### src/hw/vssr_regs.svh
`ifndef VSSR_REGS_SVH
`define VSSR_REGS_SVH
// Register byte addresses (printed offsets are indices)
`define VSSR_IDX_ORING 8'h30
`define VSSR_IDX_SETPT 8'h31
`define VSSR_IDX_OVLIM 8'h32
`define VSSR_IDX_COMMIT 8'h5D
`define VSSR_ADDR_ORING 12'h0C0
`define VSSR_ADDR_SETPT 12'h0C4
`define VSSR_ADDR_OVLIM 12'h0C8
`define VSSR_ADDR_COMMIT 12'h174
`define VSSR_ADDR_ACTIVE 12'h200
`define VSSR_ADDR_STATUS 12'h204
`define VSSR_ADDR_MASK 12'h208
// Fields
`define VSSR_COMMIT_BIT 0
`define VSSR_THR_HI 7
`define VSSR_THR_LO 3
`define VSSR_DEB_HI 2
`define VSSR_DEB_LO 0
`define VSSR_OV_HI 7
`define VSSR_OV_LO 3
`define VSSR_RSVD_BIT 2
`define VSSR_CNT_HI 1
`define VSSR_CNT_LO 0
// Status bits
`define VSSR_ST_ACC 0
`define VSSR_ST_OFF 1
`define VSSR_ST_OV 2
// Reset values
`define VSSR_SETPT_RST 8'hA5
`define VSSR_ORING_RST 8'h00
`define VSSR_OVLIM_RST 8'h00
// Threshold formula: (base + field) / 128 of full scale
`define VSSR_OV_BASE 10'h059
// Timing
`define VSSR_OV_PERIOD_NS 80000
`define VSSR_CLK_NS 10
`define VSSR_OV_PERIOD_CYC (`VSSR_OV_PERIOD_NS / `VSSR_CLK_NS)
`define VSSR_DEB_UNIT_CYC 100
`endif

### src/hw/vssr_pkg.sv
package vssr_pkg;
   typedef enum logic [1:0] {
      VSSR_OV_IDLE = 2'b00,
      VSSR_OV_ACC = 2'b01,
      VSSR_OV_EVAL = 2'b11
   } vssr_ov_state_t;
   typedef logic [7:0] vssr_byte_t;
endpackage : vssr_pkg

### src/hw/vssr_debounce.sv
`timescale 1ns/1ps
`include "vssr_regs.svh"
module vssr_debounce
   import vssr_pkg::*;
#(
   parameter int UNIT_CYC = `VSSR_DEB_UNIT_CYC
) (
   // Clock and reset
   input wire logic pclk,
   input wire logic presetn,
   // Condition and setting
   input wire logic cond,
   input wire logic [2:0] sel,
   // Result
   output logic fire
);
   logic [15:0] cnt_q;
   logic [15:0] lim;
   // Debounce time grows as unit times two to the setting
   assign lim = 16'(UNIT_CYC) << sel;

   always_ff @(posedge pclk or negedge presetn) begin
      if (!presetn) begin
         cnt_q <= 16'h0000;
      end else if (!cond) begin
         cnt_q <= 16'h0000;
      end else if (cnt_q < lim) begin
         cnt_q <= cnt_q + 16'h0001;
      end
   end

   always_ff @(posedge pclk or negedge presetn) begin
      if (!presetn) begin
         fire <= 1'b0;
      end else begin
         fire <= cond && (cnt_q >= lim);
      end
   end
endmodule : vssr_debounce

### src/hw/vssr_ov_detect.sv
`timescale 1ns/1ps
`include "vssr_regs.svh"
module vssr_ov_detect
   import vssr_pkg::*;
#(
   parameter int PERIOD_CYC = `VSSR_OV_PERIOD_CYC
) (
   // Clock and reset
   input wire logic pclk,
   input wire logic presetn,
   // Sample stream and limits
   input wire logic [9:0] sample,
   input wire logic [9:0] thresh,
   input wire logic [1:0] need,
   // Result
   output logic ov
);
   vssr_ov_state_t st_q;
   logic [31:0] tick_q;
   logic [41:0] sum_q;
   logic [2:0] hits_q;
   logic [41:0] lim;
   logic last;

   assign last = (tick_q == 32'(PERIOD_CYC - 1));
   assign lim = 42'(thresh) * 42'(PERIOD_CYC);

   always_ff @(posedge pclk or negedge presetn) begin
      if (!presetn) begin
         st_q <= VSSR_OV_IDLE;
         tick_q <= 32'h00000000;
         sum_q <= 42'h0;
      end else begin
         unique case (st_q)
            VSSR_OV_IDLE: begin
               st_q <= VSSR_OV_ACC;
            end
            VSSR_OV_ACC: begin
               sum_q <= sum_q + 42'(sample);
               tick_q <= tick_q + 32'h00000001;
               if (last) begin
                  st_q <= VSSR_OV_EVAL;
               end
            end
            VSSR_OV_EVAL: begin
               sum_q <= 42'h0;
               tick_q <= 32'h00000000;
               st_q <= VSSR_OV_ACC;
            end
            default: st_q <= VSSR_OV_IDLE;
         endcase
      end
   end

   // Average above limit compares the sum with limit times period
   always_ff @(posedge pclk or negedge presetn) begin
      if (!presetn) begin
         hits_q <= 3'h0;
         ov <= 1'b0;
      end else if (st_q == VSSR_OV_EVAL) begin
         if (sum_q > lim) begin
            if (hits_q < 3'({1'b0, need})) begin
               hits_q <= hits_q + 3'h1;
            end
            ov <= (hits_q >= 3'({1'b0, need}));
         end else begin
            hits_q <= 3'h0;
            ov <= 1'b0;
         end
      end
   end
endmodule : vssr_ov_detect

### src/hw/vssr_top.sv
// What this block does
// - Set accurate oring flag when sense difference reaches programmed threshold.
// - Disable oring switch only after fast condition persists full debounce.
// - Hold 8-bit remote setpoint spanning 0% to 155% of nominal.
// - Each setpoint step adds 0.6% of nominal.
// - Setpoint resets to 0xA5, meaning 100% of nominal.
// - Setpoint writes go to shadow; active value stays until commit.
// - Host sets commit bit 0 at 0x5D; device copies shadow to active.
// - Local overvoltage field is 5 bits in bits 7 to 3.
// - Field zero is 107.7%, each step adds 1.21% of nominal.
// - Threshold equals (89 plus field) over 128 of 1.55 V full scale.
// - Overvoltage flag when 80 us average exceeds threshold.
// - Two-bit count needs one to four consecutive periods above threshold.
//
// Local design decision: the APB slave port.
`timescale 1ns/1ps
`include "vssr_regs.svh"
module vssr_top
   import vssr_pkg::*;
#(
   parameter int OV_PERIOD_CYC = `VSSR_OV_PERIOD_CYC,
   parameter int DEB_UNIT_CYC = `VSSR_DEB_UNIT_CYC
) (
   // Clock and reset
   input wire logic pclk,
   input wire logic presetn,
   // APB slave
   input wire logic psel,
   input wire logic penable,
   input wire logic pwrite,
   input wire logic [11:0] paddr,
   input wire logic [31:0] pwdata,
   output logic [31:0] prdata,
   output logic pready,
   output logic pslverr,
   // Sense inputs, 10-bit codes of 1.55 V full scale
   input wire logic [9:0] current_sense_pos,
   input wire logic [9:0] current_sense_neg,
   input wire logic [9:0] local_sense_input,
   input wire logic fast_oring_cond,
   // Results
   output logic [7:0] active_setpoint,
   output logic accurate_oring_flag,
   output logic oring_switch_en,
   output logic overvoltage_protection_flag,
   output logic irq
);
   vssr_byte_t oring_q;
   vssr_byte_t setpt_shadow_q;
   vssr_byte_t setpt_active_q;
   vssr_byte_t ovlim_q;
   logic [2:0] status_q;
   logic [2:0] mask_q;
   logic [9:0] code_pin [3];
   logic [9:0] code_held [3];
   logic fast_s1_q, fast_s2_q;
   logic wr, rd_ok;
   logic commit;
   logic [9:0] diff;
   logic [9:0] oring_thr;
   logic [9:0] ov_thr;
   logic deb_fire;
   logic ov_raw;
   logic acc_q, off_q, ov_q;
   logic [2:0] events;

   // Sense code lanes: positive, negative, local
   assign code_pin[0] = current_sense_pos;
   assign code_pin[1] = current_sense_neg;
   assign code_pin[2] = local_sense_input;

   // Code bits may cross in different cycles; take a code
   // only when two synchronised samples in a row agree
   for (genvar i = 0; i < 3; i++) begin : g_code
      logic [9:0] s1_q;
      logic [9:0] s2_q;
      logic [9:0] s3_q;
      logic [9:0] held_q;
      always_ff @(posedge pclk or negedge presetn) begin
         if (!presetn) begin
            s1_q <= 10'h000;
            s2_q <= 10'h000;
            s3_q <= 10'h000;
            held_q <= 10'h000;
         end else begin
            s1_q <= code_pin[i];
            s2_q <= s1_q;
            s3_q <= s2_q;
            if (s2_q == s3_q) begin
               held_q <= s2_q;
            end
         end
      end
      assign code_held[i] = held_q;
   end

   // Fast condition synchroniser
   always_ff @(posedge pclk or negedge presetn) begin
      if (!presetn) begin
         fast_s1_q <= 1'b0;
         fast_s2_q <= 1'b0;
      end else begin
         fast_s1_q <= fast_oring_cond;
         fast_s2_q <= fast_s1_q;
      end
   end

   // APB decode, zero wait states
   assign pready = 1'b1;
   assign wr = psel && penable && pwrite;
   assign commit = wr && (paddr == `VSSR_ADDR_COMMIT)
      && pwdata[`VSSR_COMMIT_BIT];

   always_comb begin
      rd_ok = 1'b1;
      unique case (paddr)
         `VSSR_ADDR_ORING, `VSSR_ADDR_SETPT, `VSSR_ADDR_OVLIM,
         `VSSR_ADDR_COMMIT, `VSSR_ADDR_ACTIVE, `VSSR_ADDR_STATUS,
         `VSSR_ADDR_MASK: rd_ok = 1'b1;
         default: rd_ok = 1'b0;
      endcase
   end
   assign pslverr = psel && penable && !rd_ok;

   // Oring switch settings
   always_ff @(posedge pclk or negedge presetn) begin
      if (!presetn) begin
         oring_q <= `VSSR_ORING_RST;
      end else if (wr && paddr == `VSSR_ADDR_ORING) begin
         oring_q <= pwdata[7:0];
      end
   end

   // Local limit, reserved bit is plain storage
   always_ff @(posedge pclk or negedge presetn) begin
      if (!presetn) begin
         ovlim_q <= `VSSR_OVLIM_RST;
      end else if (wr && paddr == `VSSR_ADDR_OVLIM) begin
         ovlim_q <= pwdata[7:0];
      end
   end

   // Interrupt mask
   always_ff @(posedge pclk or negedge presetn) begin
      if (!presetn) begin
         mask_q <= 3'h0;
      end else if (wr && paddr == `VSSR_ADDR_MASK) begin
         mask_q <= pwdata[2:0];
      end
   end

   // Shadow setpoint, written by software only
   always_ff @(posedge pclk or negedge presetn) begin
      if (!presetn) begin
         setpt_shadow_q <= `VSSR_SETPT_RST;
      end else if (wr && paddr == `VSSR_ADDR_SETPT) begin
         setpt_shadow_q <= pwdata[7:0];
      end
   end

   // Active setpoint changes only on commit
   always_ff @(posedge pclk or negedge presetn) begin
      if (!presetn) begin
         setpt_active_q <= `VSSR_SETPT_RST;
      end else if (commit) begin
         setpt_active_q <= setpt_shadow_q;
      end
   end
   // Each code step is 0.6% of nominal at the regulator
   assign active_setpoint = setpt_active_q;

   // Accurate oring comparison
   assign diff = (code_held[0] > code_held[1])
      ? (code_held[0] - code_held[1]) : 10'h000;
   assign oring_thr = {5'h00,
      oring_q[`VSSR_THR_HI:`VSSR_THR_LO]};

   always_ff @(posedge pclk or negedge presetn) begin
      if (!presetn) begin
         acc_q <= 1'b0;
      end else begin
         // Negative difference never reaches a zero threshold
         acc_q <= (code_held[0] >= code_held[1])
            && (diff >= oring_thr);
      end
   end
   assign accurate_oring_flag = acc_q;

   vssr_debounce #(
      .UNIT_CYC(DEB_UNIT_CYC)
   ) u_deb (
      .pclk(pclk),
      .presetn(presetn),
      .cond(fast_s2_q),
      .sel(oring_q[`VSSR_DEB_HI:`VSSR_DEB_LO]),
      .fire(deb_fire)
   );

   always_ff @(posedge pclk or negedge presetn) begin
      if (!presetn) begin
         off_q <= 1'b0;
      end else begin
         off_q <= deb_fire;
      end
   end
   assign oring_switch_en = !off_q;

   // Threshold in 1.55 V / 1024 codes: (base + field) * 8
   assign ov_thr = (`VSSR_OV_BASE
      + {5'h00, ovlim_q[`VSSR_OV_HI:`VSSR_OV_LO]}) << 3;

   vssr_ov_detect #(
      .PERIOD_CYC(OV_PERIOD_CYC)
   ) u_ov (
      .pclk(pclk),
      .presetn(presetn),
      .sample(code_held[2]),
      .thresh(ov_thr),
      .need(ovlim_q[`VSSR_CNT_HI:`VSSR_CNT_LO]),
      .ov(ov_raw)
   );
   assign overvoltage_protection_flag = ov_raw;

   // Rising edges become events
   always_ff @(posedge pclk or negedge presetn) begin
      if (!presetn) begin
         ov_q <= 1'b0;
      end else begin
         ov_q <= ov_raw;
      end
   end
   logic acc_d1_q, off_d1_q;
   always_ff @(posedge pclk or negedge presetn) begin
      if (!presetn) begin
         acc_d1_q <= 1'b0;
         off_d1_q <= 1'b0;
      end else begin
         acc_d1_q <= acc_q;
         off_d1_q <= off_q;
      end
   end
   assign events = {ov_raw && !ov_q, off_q && !off_d1_q,
      acc_q && !acc_d1_q};

   // Sticky status, write one to clear, set wins
   always_ff @(posedge pclk or negedge presetn) begin
      if (!presetn) begin
         status_q <= 3'h0;
      end else if (wr && paddr == `VSSR_ADDR_STATUS) begin
         status_q <= (status_q & ~pwdata[2:0]) | events;
      end else begin
         status_q <= status_q | events;
      end
   end
   assign irq = |(status_q & mask_q);

   // Read data register
   always_ff @(posedge pclk or negedge presetn) begin
      if (!presetn) begin
         prdata <= 32'h00000000;
      end else if (psel && !penable && !pwrite) begin
         unique case (paddr)
            `VSSR_ADDR_ORING: prdata <= {24'h000000, oring_q};
            `VSSR_ADDR_SETPT: prdata <= {24'h000000, setpt_shadow_q};
            `VSSR_ADDR_OVLIM: prdata <= {24'h000000, ovlim_q};
            `VSSR_ADDR_ACTIVE: prdata <= {24'h000000, setpt_active_q};
            `VSSR_ADDR_STATUS: prdata <= {29'h00000000, status_q};
            `VSSR_ADDR_MASK: prdata <= {29'h00000000, mask_q};
            default: prdata <= 32'h00000000;
         endcase
      end
   end
endmodule : vssr_top

### config.mk
export PLATFORM = sky130hd
export DESIGN_NAME = vssr_top
export DESIGN_NICKNAME = d
export VERILOG_FILES = /design/src/hw/vssr_pkg.sv /design/src/hw/vssr_debounce.sv /design/src/hw/vssr_ov_detect.sv /design/src/hw/vssr_top.sv
export VERILOG_INCLUDE_DIRS = /design/src /design/src/hw
export SDC_FILE = /design/constraint.sdc
export NUM_CORES = 1
export LEC_CHECK = 0
export ABC_AREA = 1
export BUFFER_PORTS_ARGS = -buffer_cell sky130_fd_sc_hd__clkbuf_2
export CAP_MARGIN = 10
export CORE_MARGIN = 3
export CORE_UTILIZATION = 50
export DETAILED_ROUTE_END_ITERATION = 7
export PLACE_DENSITY = 0.67
export SYNTH_ARGS = -nofsm -noshare
export SYNTH_HDL_FRONTEND = slang
export SYNTH_SLANG_ARGS = --single-unit
### constraint.sdc
create_clock -name pclk -period 8.85 [get_ports pclk]
set_input_delay 1.77 -clock pclk [delete_from_list [all_inputs] [get_ports pclk]]
set_output_delay 1.77 -clock pclk [all_outputs]
set_load 0.01 [all_outputs]
# [Yosys cells after proc, flatten, opt, wreduce, memory -nomap -nowiden]
# Index checks and enable logic that the tools add are counted.
[totals] register_bits=294 wordCells=113
[classes] add_sub_neg=6 mul=1 n_lt_le_gt_ge=8 eq_ne=16 shift=1 muxes=13 bitwise=5 n_reduce_logical=30
[op_table] operator="case mux 42 bit (2 select lines)" n=1
[op_table] operator="case mux 32 bit (2 select lines)" n=1
[op_table] operator="case mux 8 bit (6 select lines)" n=1
[op_table] operator="adder 42 x 10 -> 42 bit" n=1
[op_table] operator="> comparator 42 x 23 -> 1 bit" n=1
[op_table] operator="== test 12 x 10 -> 1 bit, second input constant" n=3
[op_table] operator="== test 12 x 8 -> 1 bit, second input constant" n=3
[op_table] operator="adder 32 x 1 -> 32 bit, second input constant" n=1
[op_table] operator="== test 32 x 13 -> 1 bit, second input constant" n=1
[op_table] operator="two-way mux 16 bit" n=2
[op_table] operator="== test 10 bit" n=3
[op_table] operator="logical AND 1 bit" n=17
[op_table] operator="adder 16 x 1 -> 16 bit, second input constant" n=1
[op_table] operator="greater-or-equal comparator 16 bit" n=1
[op_table] operator="< comparator 16 bit" n=1
[op_table] operator="left shift 7 x 3 -> 16 bit, first input constant" n=1
[op_table] operator="multiplier 7 x 7 -> 14 bit, second input constant" n=1
[op_table] operator="== test 12 x 9 -> 1 bit, second input constant" n=1
[op_table] operator="greater-or-equal comparator 10 bit" n=1
[op_table] operator="greater-or-equal comparator 10 x 5 -> 1 bit" n=1
[op_table] operator="> comparator 10 bit" n=1
[op_table] operator="two-way mux 10 bit" n=1
[op_table] operator="subtractor 10 bit" n=1
[op_table] operator="two-way mux 3 bit" n=3
[op_table] operator="other kinds (21)" n=31

# [Depth between registers and ports, before layout]
# Gate-level depths: netlist (run 1).
[depth] ltp_word=5 depth_mapped=30 depth_no_buf=30

# [Cells and area by module]
# From an unflattened synthesis (run 1), not the netlist that was laid out.
[hier_totals] cells_unflattened=2047 area_unflattened_um2=16477.1
[by_module_without_submodules] module="vssr_ov_detect" n_inst=1 cells_each=1110 area_per_inst_um2=7737.4
[by_module_without_submodules] module="vssr_top" n_inst=1 cells_each=723 area_per_inst_um2=7257.0
[by_module_without_submodules] module="vssr_debounce" n_inst=1 cells_each=214 area_per_inst_um2=1482.7

# [Least setup slack after synthesis (run 1)]
# OpenSTA, ideal clock, no wires.
[synth_path] kind="register to register" from="reg ovlim_q[4]" to="reg u_ov.hits_q[1]" setup_ns=0.117 t_arrival_ns=4.846 required_time_ns=8.733 slack_ns=3.887 stages_incl_launch_ff=29 n_path_buf=0 synth_period_minus_slack_ns=4.963 path_cell_list="dfrtp_1 -> ha_1 -> nand2_1 -> nand2_1 -> xor2_1 -> inv_1 -> ha_1 -> fa_1 -> inv_1 -> fa_1 -> ha_1 -> ha_1 -> a21oi_1 -> o21ai_0 -> a21oi_1 -> nor2_1 -> nor2_1 -> xor2_1 -> ha_1 -> nand2_1 -> inv_1 -> o21ai_0 -> a21boi_0 -> nor2_1 -> nand2_1 -> nand2_1 -> nand2_1 -> nand2_1 -> nand2_1"
[synth_between] elab_chain_len=5 word_cells_on_any_way=6 classes_between="add/sub (1); mul (1); order compare (1); eq/ne (1); mux (1); reduce/logical (1)"
[synth_lines] element="from (decl)" line="vssr_top.sv:51" rtl="vssr_byte_t ovlim_q;"
[synth_lines] element="from (signal assigned)" line="vssr_top.sv:137" rtl="ovlim_q <= `VSSR_OVLIM_RST;"
[synth_lines] element="from (signal assigned)" line="vssr_top.sv:139" rtl="ovlim_q <= pwdata[7:0];"
[synth_lines] element="adder 7 x 5 -> 7 bit (no source line) (*)"
[synth_lines] element="multiplier 7 x 7 -> 14 bit (*)" line="vssr_ov_detect.sv:26" rtl="assign lim = 42'(thresh) * 42'(PERIOD_CYC);"
[synth_lines] element="> comparator 42 x 23 -> 1 bit (*)" line="vssr_ov_detect.sv:61" rtl="if (sum_q > lim) begin"
[synth_lines] element="!= test 2 bit (no source line)"
[synth_lines] element="AND reduction 2 bit (no source line)"
[synth_lines] element="to (signal assigned)" line="vssr_ov_detect.sv:63" rtl="hits_q <= hits_q + 3'h1;"
[synth_lines] element="to (decl)" line="vssr_ov_detect.sv:21" rtl="logic [2:0] hits_q;"
# Mark *: on every way between the ends. The rest lies on a longest branch, timed or not.
# A chain may end at the register's enable or synchronous reset.

# [Final worst setup path (run 1)]
# Ends and elaborated chain as after synthesis.

==> flow_metrics.tcl, run 1 <==
set metrics [dict create \
    drtIter0Drc 777 \
    postSynthRegisterBits 270 \
    most_frequent_cell_on_the_critical_path "sky130_fd_sc_hd__nand2_1" \
    detail-route-antenna-nets 0 \
    whs_path_depth 0 \
    finalNonFillerCells 2375 \
    antenna_found_initial 0 \
    synth_area_leader_cell "sky130_fd_sc_hd__dfrtp_1" \
    timing.critical_path.arrival_ns 5.96 \
    dominantRegCellSynth "sky130_fd_sc_hd__dfrtp_1" \
    placement_rows 63 \
    synthesis.area_sq_um 15520 \
    design_area_sq_um 17210 \
    crit_path_max_fanout 8 \
    grt_max_degree 108 \
    cell_with_the_most_instances_after_synthesis "sky130_fd_sc_hd__nand2_1" \
    max_slew.worst_pin.slew_ns 0.8830 \
    end_kind "flip-flop" \
    hold_path_startpoint "g_code[0].s1_q[3]$_DFF_PN0_" \
    ctsRootBufferMaster "sky130_fd_sc_hd__clkbuf_16" \
    layout_net_count 2153 \
    fp.dieW_microns 182.2 \
    remaining_drc_errors 0 \
    busiest_layer "met2" \
    crit_path_start_kind "flip-flop" \
    numClockSinks 270 \
    grt_overflow 0 \
    route.detailed.vias_per_inst 5.255 \
    final_max_slew_viols 0 \
    outcome "finished, final reports clean" \
    tritoncts "yes" \
    met3_usage_pct 2.312 \
    path_clk_slew_ns 0.06 \
    cts-htree-levels 1 \
    fin_total_pwr_mw 2.976 \
    grt_use_met1_pct 28.40 \
    asyncSetResetFlopFracSynth_pct 100.0 \
    crit_start "ovlim_q[4]$_DFFE_PN0P_" \
    routed_wirelength_microns 33160 \
    ys_types 59 \
    seqCellArea_sq_um 6766 \
    cts-buffers-inserted 29 \
    core_sq_um 30110 \
    layout-drive-gt1-share_pct 12.04 \
    netlist_instances 1877 \
    min_delay_worst_endpoint "g_code[0].s2_q[3]$_DFF_PN0_" \
    placed_cells 2322 \
    synthToLayoutAreaGrowth_pct 10.89 \
    grt_pass1_wl_microns 56760 \
    placed_inst_area_sq_um 16200 \
    fin_crit_sh_pct 62.38 \
    routabilityCongestion 0.8902 \
    leakage_power_nw 8.341 \
    timing.critical_path.required_ns 9.29 \
    unrepaired_setup_endpoints_after_global_routing "no" \
    timing.reg2reg.worst_path_depth 28 \
    worst_r2r_endpoint "u_ov.hits_q[1]$_DFFE_PN0P_" \
    avg_inst_size_synth_sq_um 8.267 \
    max_cap_viol_count 0 \
    slowest_delay_ns 0.55 \
    finalSetupTns_ns 0 \
    slew_headroom_pct 41.13 \
    yosys_warnings 0 \
    seq_area_frac_synth_pct 43.61 \
    initial_core_util_pct 51.53 \
    hold_path.class "flip-flop to flip-flop" \
    detailedRoute.firstPassIterationCount 5 \
    design.die.area_sq_um 33180 \
    cell_types_occupying_the_most_area_after_synthesis "sky130_fd_sc_hd__dfrtp_1 (42%), sky130_fd_sc_hd__nand2_1 (9.9%), sky130_fd_sc_hd__ha_1 (7.6%), sky130_fd_sc_hd__inv_1 (6.3%), sky130_fd_sc_hd__nor2_1 (3.7%)" \
    fillers 2722 \
    pwr_density_cell_nw_per_um2 172.9 \
    vias 12480 \
    antennaDiodeCount 0 \
    place_hpwl_microns 25150 \
    fp.dieH_microns 182.2 \
    irDropWorstVdd_mv 0.2347 \
    design.portCount 126 \
    reg2reg_from "ovlim_q[4]$_DFFE_PN0P_" \
    postCtsSetupRepairBufs 0 \
    first_global_vias 11960 \
    cts.path.max_buffers 3 \
    synthTopCellsByCount "sky130_fd_sc_hd__nand2_1 (410), sky130_fd_sc_hd__dfrtp_1 (262), sky130_fd_sc_hd__inv_1 (260), sky130_fd_sc_hd__nor2_1 (154)" \
    final_hold_viol_count 0 \
    pre_cts_ws_ns 3.337 \
    min_period_ns 5.521 \
    port_buffers 76 \
    crit_type "flip-flop to flip-flop" \
    grt_use_met2_pct 33.35 \
    setup_viol 0 \
    worst_clock_skew_ns 0.01522 \
    synth.top_cell.area_share_pct 42.25 \
    synth_enable_flop_cells 0 \
    post_cts_resized 0 \
    worst_skew_pair.late_latency_ns 0.54 \
    area_of_the_multi_input_gates_sq_um 7456 \
    hold_buffers 0 \
    fin_ws_ns 3.329 \
    grt_use_total_pct 20.10 \
    worst-r2r-setup-slack_ns 3.33 \
    crit_path_top_delay_cell "sky130_fd_sc_hd__fa_1" \
    wl_per_cell_microns 13.96 \
    max_freq_mhz 181.1 \
]
power by group:
group	switching [mW]	leakage (nW)	internal, mW
Combinational	0.243	4.40	0.131
Clock	0.498	0.479	0.757
Sequential	0.0467	3.46	1.30
Total	0.788	8.34	2.19
flip-flops by register name, indices dropped and copies added (netlist names), 3 cells and up:
name and count:
active_setpoint 8, g_code.held_q 30, g_code.s1_q 30, g_code.s2_q 30, g_code.s3_q 30, mask_q 3
oring_q 8, ovlim_q 8, prdata 8, setpt_shadow_q 8, status_q 3, u_deb.cnt_q 16
u_ov.hits_q 3, u_ov.sum_q 42, u_ov.tick_q 32
kinds of logic after synthesis:
logic type	Yosys count	synth area share, %
other cells	2	0.04840
simple gates	842	24.93
buf+inv	332	8.902
flops	270	43.61
xor+xnor	52	2.935
compound gates	270	10.06
fa+ha+maj	109	9.515
how the worst max path moves through the flow:
| stage | end | cells after the start | slack, ns |
|---|---|---|---|
| global placement | u_ov.hits_q[1]$_DFFE_PN0P_ | 28 | 3.33 |
| finish | u_ov.hits_q[1]$_DFFE_PN0P_ | 28 | 3.33 |
| floorplan | u_ov.hits_q[1]$_DFFE_PN0P_ | 28 | 3.89 |
| detailed placement | u_ov.hits_q[1]$_DFFE_PN0P_ | 28 | 3.34 |
| CTS | u_ov.hits_q[1]$_DFFE_PN0P_ | 28 | 3.32 |
| global route | u_ov.hits_q[1]$_DFFE_PN0P_ | 28 | 2.73 |
metrics by stage:
step	utilization (%)	hold WS (ns)
global placement	53.80	0.3313
CTS	57.12	0.3483
detailed placement	53.80	0.3347
floorplan	-	0.3312
finish	57.15	0.3455
global route	57.15	0.3517
layout make-up:
type | count | share of cell area (%)
tap | 390 | 2.836
sequential | 270 | 39.32
clock inverter | 20 | 1.469
clock buffer | 32 | 4.341
inverter | 283 | 6.173
timing repair buffer | 82 | 2.530
multi-input combinational | 1298 | 43.33
placed cells by master, fill, tap and decap left out, drive strengths merged, types with 5 or more instances in the layout:
master and count:
ha 94, fa 15, nor3b 9, bufinv 5
clkinvlp 5, o21ai 155, inv 282, nor3 62
a211oi 6, dfrtp 262, a21oi 67, and3 6
o31ai 5, or2 7, nor4 9, conb 25
and2 5, clkbuf 108, nand4 52, nand3 94
xor2 32, xnor2 20, dfstp 8, o22ai 13
nor2 168, buf 6, clkinv 11, nand3b 5
nand2 425
metal layers:
layer  vias up  wire length [microns]
met5         -                      0
met4         0                    746
met3        56                   1592
met2       266                  15650
met1      5917                  15170
li1       6241                      -
worst max-delay path: cells and delay by family (launching register included):
family,cells,cell delay [ns]
xor+xnor,2,0.46
compound gates,5,0.72
flops,1,0.47
simple gates,11,0.87
fa+ha+maj,7,2.58
buf+inv,3,0.32
No activity file was read; power rests on OpenSTA's default activity.
==> run 2, diff against run 1 <==
- ABC_AREA: 1 -> 0
- PLACE_DENSITY: 0.67 -> 0.68
- clock period: 8.85 -> 5.5 ns (I/O delays scaled with it)
==> flow_metrics.tcl, run 2 <==
set metrics [dict create \
    fin_ws_ns -0.1311 \
    crit_path_max_fanout 5 \
    vias 9568 \
    final_max_slew_viols 0 \
    cts-buffers-inserted 29 \
    grt_pass1_wl_microns 45710 \
    worst_clock_skew_ns 0.009647 \
    placement_rows 60 \
    detail-route-antenna-nets 0 \
    layout_net_count 1570 \
    cell_types_occupying_the_most_area_after_synthesis "sky130_fd_sc_hd__dfrtp_1 (47%), sky130_fd_sc_hd__ha_1 (8.5%), sky130_fd_sc_hd__mux2_2 (5.2%), sky130_fd_sc_hd__xnor2_1 (3.5%), sky130_fd_sc_hd__xor2_1 (3.4%)" \
    unrepaired_setup_endpoints_after_global_routing "yes" \
    asyncSetResetFlopFracSynth_pct 100.0 \
    crit_type "flip-flop to flip-flop" \
    max_cap_viol_count 0 \
    avg_inst_size_synth_sq_um 11.00 \
    min_period_ns 5.631 \
    place_hpwl_microns 18780 \
    seqCellArea_sq_um 6770 \
    setup_viol 3 \
    antennaDiodeCount 0 \
    tritoncts "yes" \
    fp.dieH_microns 172.7 \
    port_buffers 76 \
    design.die.area_sq_um 29820 \
    cts-htree-levels 1 \
    max_freq_mhz 177.6 \
    failed_checks "setup timing" \
    seq_area_frac_synth_pct 48.71 \
    route.detailed.vias_per_inst 5.387 \
    wl_per_cell_microns 15.00 \
    fin_crit_sh_pct 102.4 \
    cell_with_the_most_instances_after_synthesis "sky130_fd_sc_hd__dfrtp_1" \
    fin_hold_ws_ns 0.3465 \
    layout-drive-gt1-share_pct 21.51 \
    grt_use_total_pct 17.73 \
    synth_enable_flop_cells 0 \
    grt_max_degree 133 \
    synthesis.area_sq_um 13890 \
    end_kind "flip-flop" \
    ctsRootBufferMaster "sky130_fd_sc_hd__clkbuf_16" \
    routed_wirelength_microns 26640 \
    mostFrequentLayoutCells "sky130_fd_sc_hd__dfrtp_1 (259), sky130_fd_sc_hd__nor2_1 (95), sky130_fd_sc_hd__ha_1 (84)" \
    postSynthRegisterBits 270 \
    finalSetupTns_ns -0.2685 \
    synthTopCellsByCount "sky130_fd_sc_hd__dfrtp_1 (262), sky130_fd_sc_hd__nor2_1 (95), sky130_fd_sc_hd__ha_1 (94), sky130_fd_sc_hd__inv_1 (75), sky130_fd_sc_hd__nand2_1 (71)" \
    leakage_power_nw 7.526 \
    final_common_cell "sky130_fd_sc_hd__dfrtp_1" \
    max_slew.worst_pin.slew_ns 1.069 \
    area_of_the_multi_input_gates_sq_um 6912 \
    placed_cells 1716 \
    crit_path_start_kind "flip-flop" \
    detailedRoute.firstPassIterationCount 5 \
    core_sq_um 27100 \
    outcome "finished with violations" \
    layout_top_registers "u_ov.sum_q x42, u_ov.tick_q x32" \
    timing.critical_path.required_ns 5.93 \
    routabilityCongestion 0.8624 \
    regMostFlops "u_ov.sum_q" \
    netlist_instances 1263 \
    pwr_density_cell_nw_per_um2 289.3 \
    largest_register_ffs 42 \
    drtIter0Drc 504 \
    fin_total_pwr_mw 4.695 \
    design.portCount 126 \
    initial_core_util_pct 51.26 \
    irDropWorstVdd_mv 0.2726 \
    hold_path.class "flip-flop to flip-flop" \
    slew_headroom_pct 28.71 \
    grt_overflow 0 \
    core_occupancy_in_the_finished_layout_pct 59.88 \
    fillers 2210 \
    dominantRegCellSynth "sky130_fd_sc_hd__dfrtp_1" \
    first_global_vias 9464 \
    finalNonFillerCells 1776 \
    synth.top_cell.area_share_pct 47.19 \
    cts.path.max_buffers 3 \
    ys_types 72 \
    remaining_drc_errors 0 \
    numClockSinks 270 \
    final_hold_viol_count 0 \
    yosys_warnings 0 \
    timing.critical_path.arrival_ns 6.06 \
    path_clk_slew_ns 0.06 \
    fp.dieW_microns 172.7 \
    antenna_found_initial 0 \
    synthToLayoutAreaGrowth_pct 16.82 \
    worst_skew_pair.late_latency_ns 0.54 \
    synth_area_leader_cell "sky130_fd_sc_hd__dfrtp_1" \
]
run 2: cell types whose count changed after synthesis, moves of 33 or more:
cell                      before  now
sky130_fd_sc_hd__nand3_1      89   33
sky130_fd_sc_hd__o21ai_1      35    2
sky130_fd_sc_hd__inv_1       260   75
sky130_fd_sc_hd__nor2_1      154   95
sky130_fd_sc_hd__xnor2_1      20   55
sky130_fd_sc_hd__mux2_2        0   64
sky130_fd_sc_hd__nand2_1     410   71
sky130_fd_sc_hd__o21ai_0      94   38
run 2: worst paths after layout:
path | slack, ns | endpoint | depth (start not counted) | from
worst max-delay path | -0.13 | u_ov.hits_q[0]$_DFFE_PN0P_ | 21 | ovlim_q[3]$_DFFE_PN0P_
worst min-delay path | 0.35 | g_code[2].s2_q[1]$_DFF_PN0_ | 0 | g_code[2].s1_q[1]$_DFF_PN0_
min in group asynchronous | 0.61 | u_ov.sum_q[10]$_DFFE_PN0P_ | 1 | presetn
worst max register to register | -0.13 | u_ov.hits_q[0]$_DFFE_PN0P_ | 21 | ovlim_q[3]$_DFFE_PN0P_
worst min register to register | 0.35 | g_code[2].s2_q[1]$_DFF_PN0_ | 0 | g_code[2].s1_q[1]$_DFF_PN0_
max in group asynchronous | 3.74 | g_code[1].held_q[5]$_DFFE_PN0N_ | 2 | presetn
run 2: area by class of cell:
type	count	area share, %
Clock buffer	33	4.688
Clock inverter	21	1.689
Inverter	75	1.735
Multi-Input combinational cell	884	42.59
Sequential cell	270	41.72
Tap cell	372	2.868
Timing Repair Buffer	121	4.711
run 2: logic make-up after synthesis:
logic type      count (synthesis)  synth area share [%]
compound gates                199                 9.709
xor+xnor                      109                 6.872
fa+ha+maj                     109                 10.63
buf+inv                       132                 4.377
flops                         270                 48.71
mux                            73                 5.836
other cells                     2               0.05406
simple gates                  369                 13.82
run 2: power by group:
part           internal (mW)  switching, mW  total [mW]  leakage (nW)
sequential              2.08         0.0696        2.15          3.46
combinational          0.207          0.278       0.485          3.57
clock                   1.24          0.819        2.06         0.496
total                   3.53           1.17        4.70          7.53
run 2: per-layer routing:
layer  routed length [microns]  vias to the layer above  share of wire (%)  GRT usage (%)
li1                          -                     4676                  -              -
met1                     12920                     4679                 48          26.08
met2                     12220                      174                 46          28.29
met3                       968                       39                3.6          2.394
met4                       529                        0                2.0          4.020
met5                         0                        -                  0              0
run 2: worst max-delay path, cell delays in order, from the launching register on:
cell and delay, ns:
sky130_fd_sc_hd__dfrtp_2 0.44, sky130_fd_sc_hd__ha_4 0.20, sky130_fd_sc_hd__xnor2_4 0.26, sky130_fd_sc_hd__fa_1 0.50, sky130_fd_sc_hd__fa_1 0.52, sky130_fd_sc_hd__inv_1 0.05, sky130_fd_sc_hd__fa_1 0.48, sky130_fd_sc_hd__ha_4 0.30
sky130_fd_sc_hd__ha_4 0.20, sky130_fd_sc_hd__a41o_1 0.21, sky130_fd_sc_hd__a21o_1 0.19, sky130_fd_sc_hd__a2111oi_2 0.29, sky130_fd_sc_hd__nor3_1 0.09, sky130_fd_sc_hd__xor2_1 0.16, sky130_fd_sc_hd__ha_1 0.32, sky130_fd_sc_hd__buf_4 0.16
sky130_fd_sc_hd__a21oi_4 0.14, sky130_fd_sc_hd__nand3_2 0.12, sky130_fd_sc_hd__nor4b_4 0.32, sky130_fd_sc_hd__a211oi_4 0.09, sky130_fd_sc_hd__a21o_1 0.22, sky130_fd_sc_hd__mux2_2 0.25
run 2: timing repair:
action	in CTS	in global routing
pin swaps	16	23
setup endpoints to repair	4	4
setup buffers	1	5
resized for setup	6	19
hold buffers	0	0
run 2: metrics by stage:
| step | worst slack (ns) | area [sq um] |
|---|---|---|
| 6_report | -0.1311 | 16230 |
| 5_1_grt | -0.3358 | 16230 |
| 4_1_cts | -0.2145 | 16060 |
| 3_5_place_dp | -0.3201 | 14990 |
| 3_3_place_gp | -0.2562 | 14990 |
| 2_1_floorplan | -0.04202 | 14140 |
==> run 3, diff against run 2 <==
- ABC_AREA: 0 -> 1
- PLACE_DENSITY: 0.68 -> 0.67
==> flow_metrics.tcl, run 3 (synthesis gave the netlist of run 1 again) <==
set metrics [dict create \
    fp.dieH_microns 182.2 \
    detailedRoute.firstPassIterationCount 5 \
    crit_path_top_delay_cell "sky130_fd_sc_hd__fa_1" \
    core_sq_um 30110 \
    wl_per_cell_microns 14.18 \
    crit_path_max_fanout 6 \
    antennaDiodeCount 0 \
    layout-drive-gt1-share_pct 12.66 \
    regMostFlops "u_ov.sum_q" \
    fin_ws_ns 0.4084 \
    grt_pass1_wl_microns 57840 \
    fin_crit_sh_pct 92.58 \
    synthToLayoutAreaGrowth_pct 11.48 \
    first_global_vias 12140 \
    cts.path.max_buffers 3 \
    layout_net_count 2159 \
    pre_cts_ws_ns 0.2978 \
    ctsRootBufferMaster "sky130_fd_sc_hd__clkbuf_16" \
    final_common_cell "sky130_fd_sc_hd__nand2_1" \
    cts-buffers-inserted 29 \
    vias 12390 \
    max_freq_mhz 196.4 \
    unrepaired_setup_endpoints_after_global_routing "no" \
    end_kind "flip-flop" \
    timing.critical_path.required_ns 5.93 \
    hold_path.class "flip-flop to flip-flop" \
    path_clk_slew_ns 0.06 \
    busiest_layer "met2" \
    routabilityCongestion 0.8775 \
    tritoncts "yes" \
    hold_buffers 0 \
    remaining_drc_errors 0 \
    numClockSinks 270 \
    drtIter0Drc 882 \
    grt_overflow 0 \
    largest_register_ffs 42 \
    pwr_density_cell_nw_per_um2 278.0 \
    port_buffers 76 \
    setup_viol 0 \
    grt_use_met2_pct 33.81 \
    crit_path_start_kind "flip-flop" \
    outcome "finished, final reports clean" \
    route.detailed.vias_per_inst 5.203 \
    grt_max_degree 141 \
    min_period_ns 5.092 \
    irDropWorstVdd_mv 0.2817 \
    fin_total_pwr_mw 4.810 \
    worst_skew_pair.late_latency_ns 0.55 \
    slowest_delay_ns 0.54 \
    worst_clock_skew_ns 0.01515 \
    met3_usage_pct 3.070 \
    initial_core_util_pct 51.53 \
    crit_type "flip-flop to flip-flop" \
    mostFrequentLayoutCells "sky130_fd_sc_hd__nand2_1 (410), sky130_fd_sc_hd__dfrtp_1 (262), sky130_fd_sc_hd__inv_1 (259)" \
    leakage_power_nw 8.391 \
    place_hpwl_microns 25480 \
    routed_wirelength_microns 33770 \
    design.portCount 126 \
    grt_use_met1_pct 29.07 \
    final_max_slew_viols 0 \
    cts-htree-levels 1 \
    most_frequent_cell_on_the_critical_path "sky130_fd_sc_hd__nand2_1" \
    layout_top_registers "u_ov.sum_q x42, u_ov.tick_q x32" \
    finalSetupTns_ns 0 \
    timing.critical_path.arrival_ns 5.52 \
    grt_use_total_pct 20.53 \
    max_cap_viol_count 0 \
    design.die.area_sq_um 33180 \
    fp.dieW_microns 182.2 \
    detail-route-antenna-nets 0 \
    slew_headroom_pct 41.27 \
    placement_rows 63 \
    antenna_found_initial 0 \
    final_hold_viol_count 0 \
    max_slew.worst_pin.slew_ns 0.8809 \
]
## run 3: cell count changes in the layout (fill, tap and decap cells not counted), sizes merged, moves of 20 or more
cell	before	now
nand2	72	425
inv	80	285
o21ai	40	155
nor2	96	168
mux2	64	0
nand3	33	94
xnor2	55	20
nor3	28	62
buf	46	13
nand4	26	52
xor2	54	32
nor4	29	9
## run 3: layer usage
| metal | up-vias | wire [microns] |
|---|---|---|
| met5 | - | 0 |
| met4 | 0 | 642 |
| met3 | 44 | 1643 |
| met2 | 258 | 15980 |
| met1 | 5833 | 15500 |
| li1 | 6254 | - |
## run 3: worst paths after layout
check                                            startpoint                          end  slack [ns]  cells after the start
worst max-delay path                 ovlim_q[3]$_DFFE_PN0P_   u_ov.hits_q[1]$_DFFE_PN0P_        0.41                     28
worst min-delay path            g_code[0].s1_q[0]$_DFF_PN0_  g_code[0].s2_q[0]$_DFF_PN0_        0.35                      0
worst max register to register       ovlim_q[3]$_DFFE_PN0P_   u_ov.hits_q[1]$_DFFE_PN0P_        0.41                     28
worst min register to register  g_code[0].s1_q[0]$_DFF_PN0_  g_code[0].s2_q[0]$_DFF_PN0_        0.35                      0
max in group asynchronous                           presetn        prdata[3]$_DFFE_PN0P_        3.78                      2
min in group asynchronous                           presetn    u_ov.sum_q[1]$_DFFE_PN0P_        0.50                      1
## run 3: cell type report
class / count / area [sq um]
Clock buffer: 31 / 753.2
Clock inverter: 21 / 259.0
Fill cell: 2739 / 12810
Inverter: 283 / 1062
Multi-Input combinational cell: 1298 / 7480
Sequential cell: 270 / 6766
Tap cell: 390 / 488.0
Timing Repair Buffer: 88 / 490.5
## run 3: what timing repair did
action	4_1_cts	5_1_grt
endpoints found under the setup margin	0	4
resized for setup	0	6
endpoints found under the hold margin	0	0
buffers inserted	0	1
## run 3: where the power goes
| part | leakage, nW | switching, mW | internal, mW |
|---|---|---|---|
| sequential | 3.46 | 0.0768 | 2.09 |
| clock | 0.486 | 0.842 | 1.20 |
| combinational | 4.45 | 0.392 | 0.211 |
| total | 8.39 | 1.31 | 3.50 |
## run 3: metrics by stage
step	util, %	cell area (sq um)	hold WS (ns)	std cells
floorplan	-	15600	0.3312	1900
global placement	53.97	16250	0.3316	2327
detailed placement	53.97	16250	0.3347	2327
CTS	57.33	17260	0.3490	2379
global route	57.45	17300	0.3510	2381
finish	57.45	17300	0.3470	2381
## run 3: worst max-delay path, delay by kind of cell, from the launching register on
family | cells | cell delay [ns]
adder cells (fa/ha/maj) | 7 | 2.52
AND/OR/NAND/NOR | 11 | 0.86
XOR/XNOR | 2 | 0.36
AO/OA/AOI/OAI | 5 | 0.67
flip-flops | 1 | 0.38
buffers and inverters | 3 | 0.20
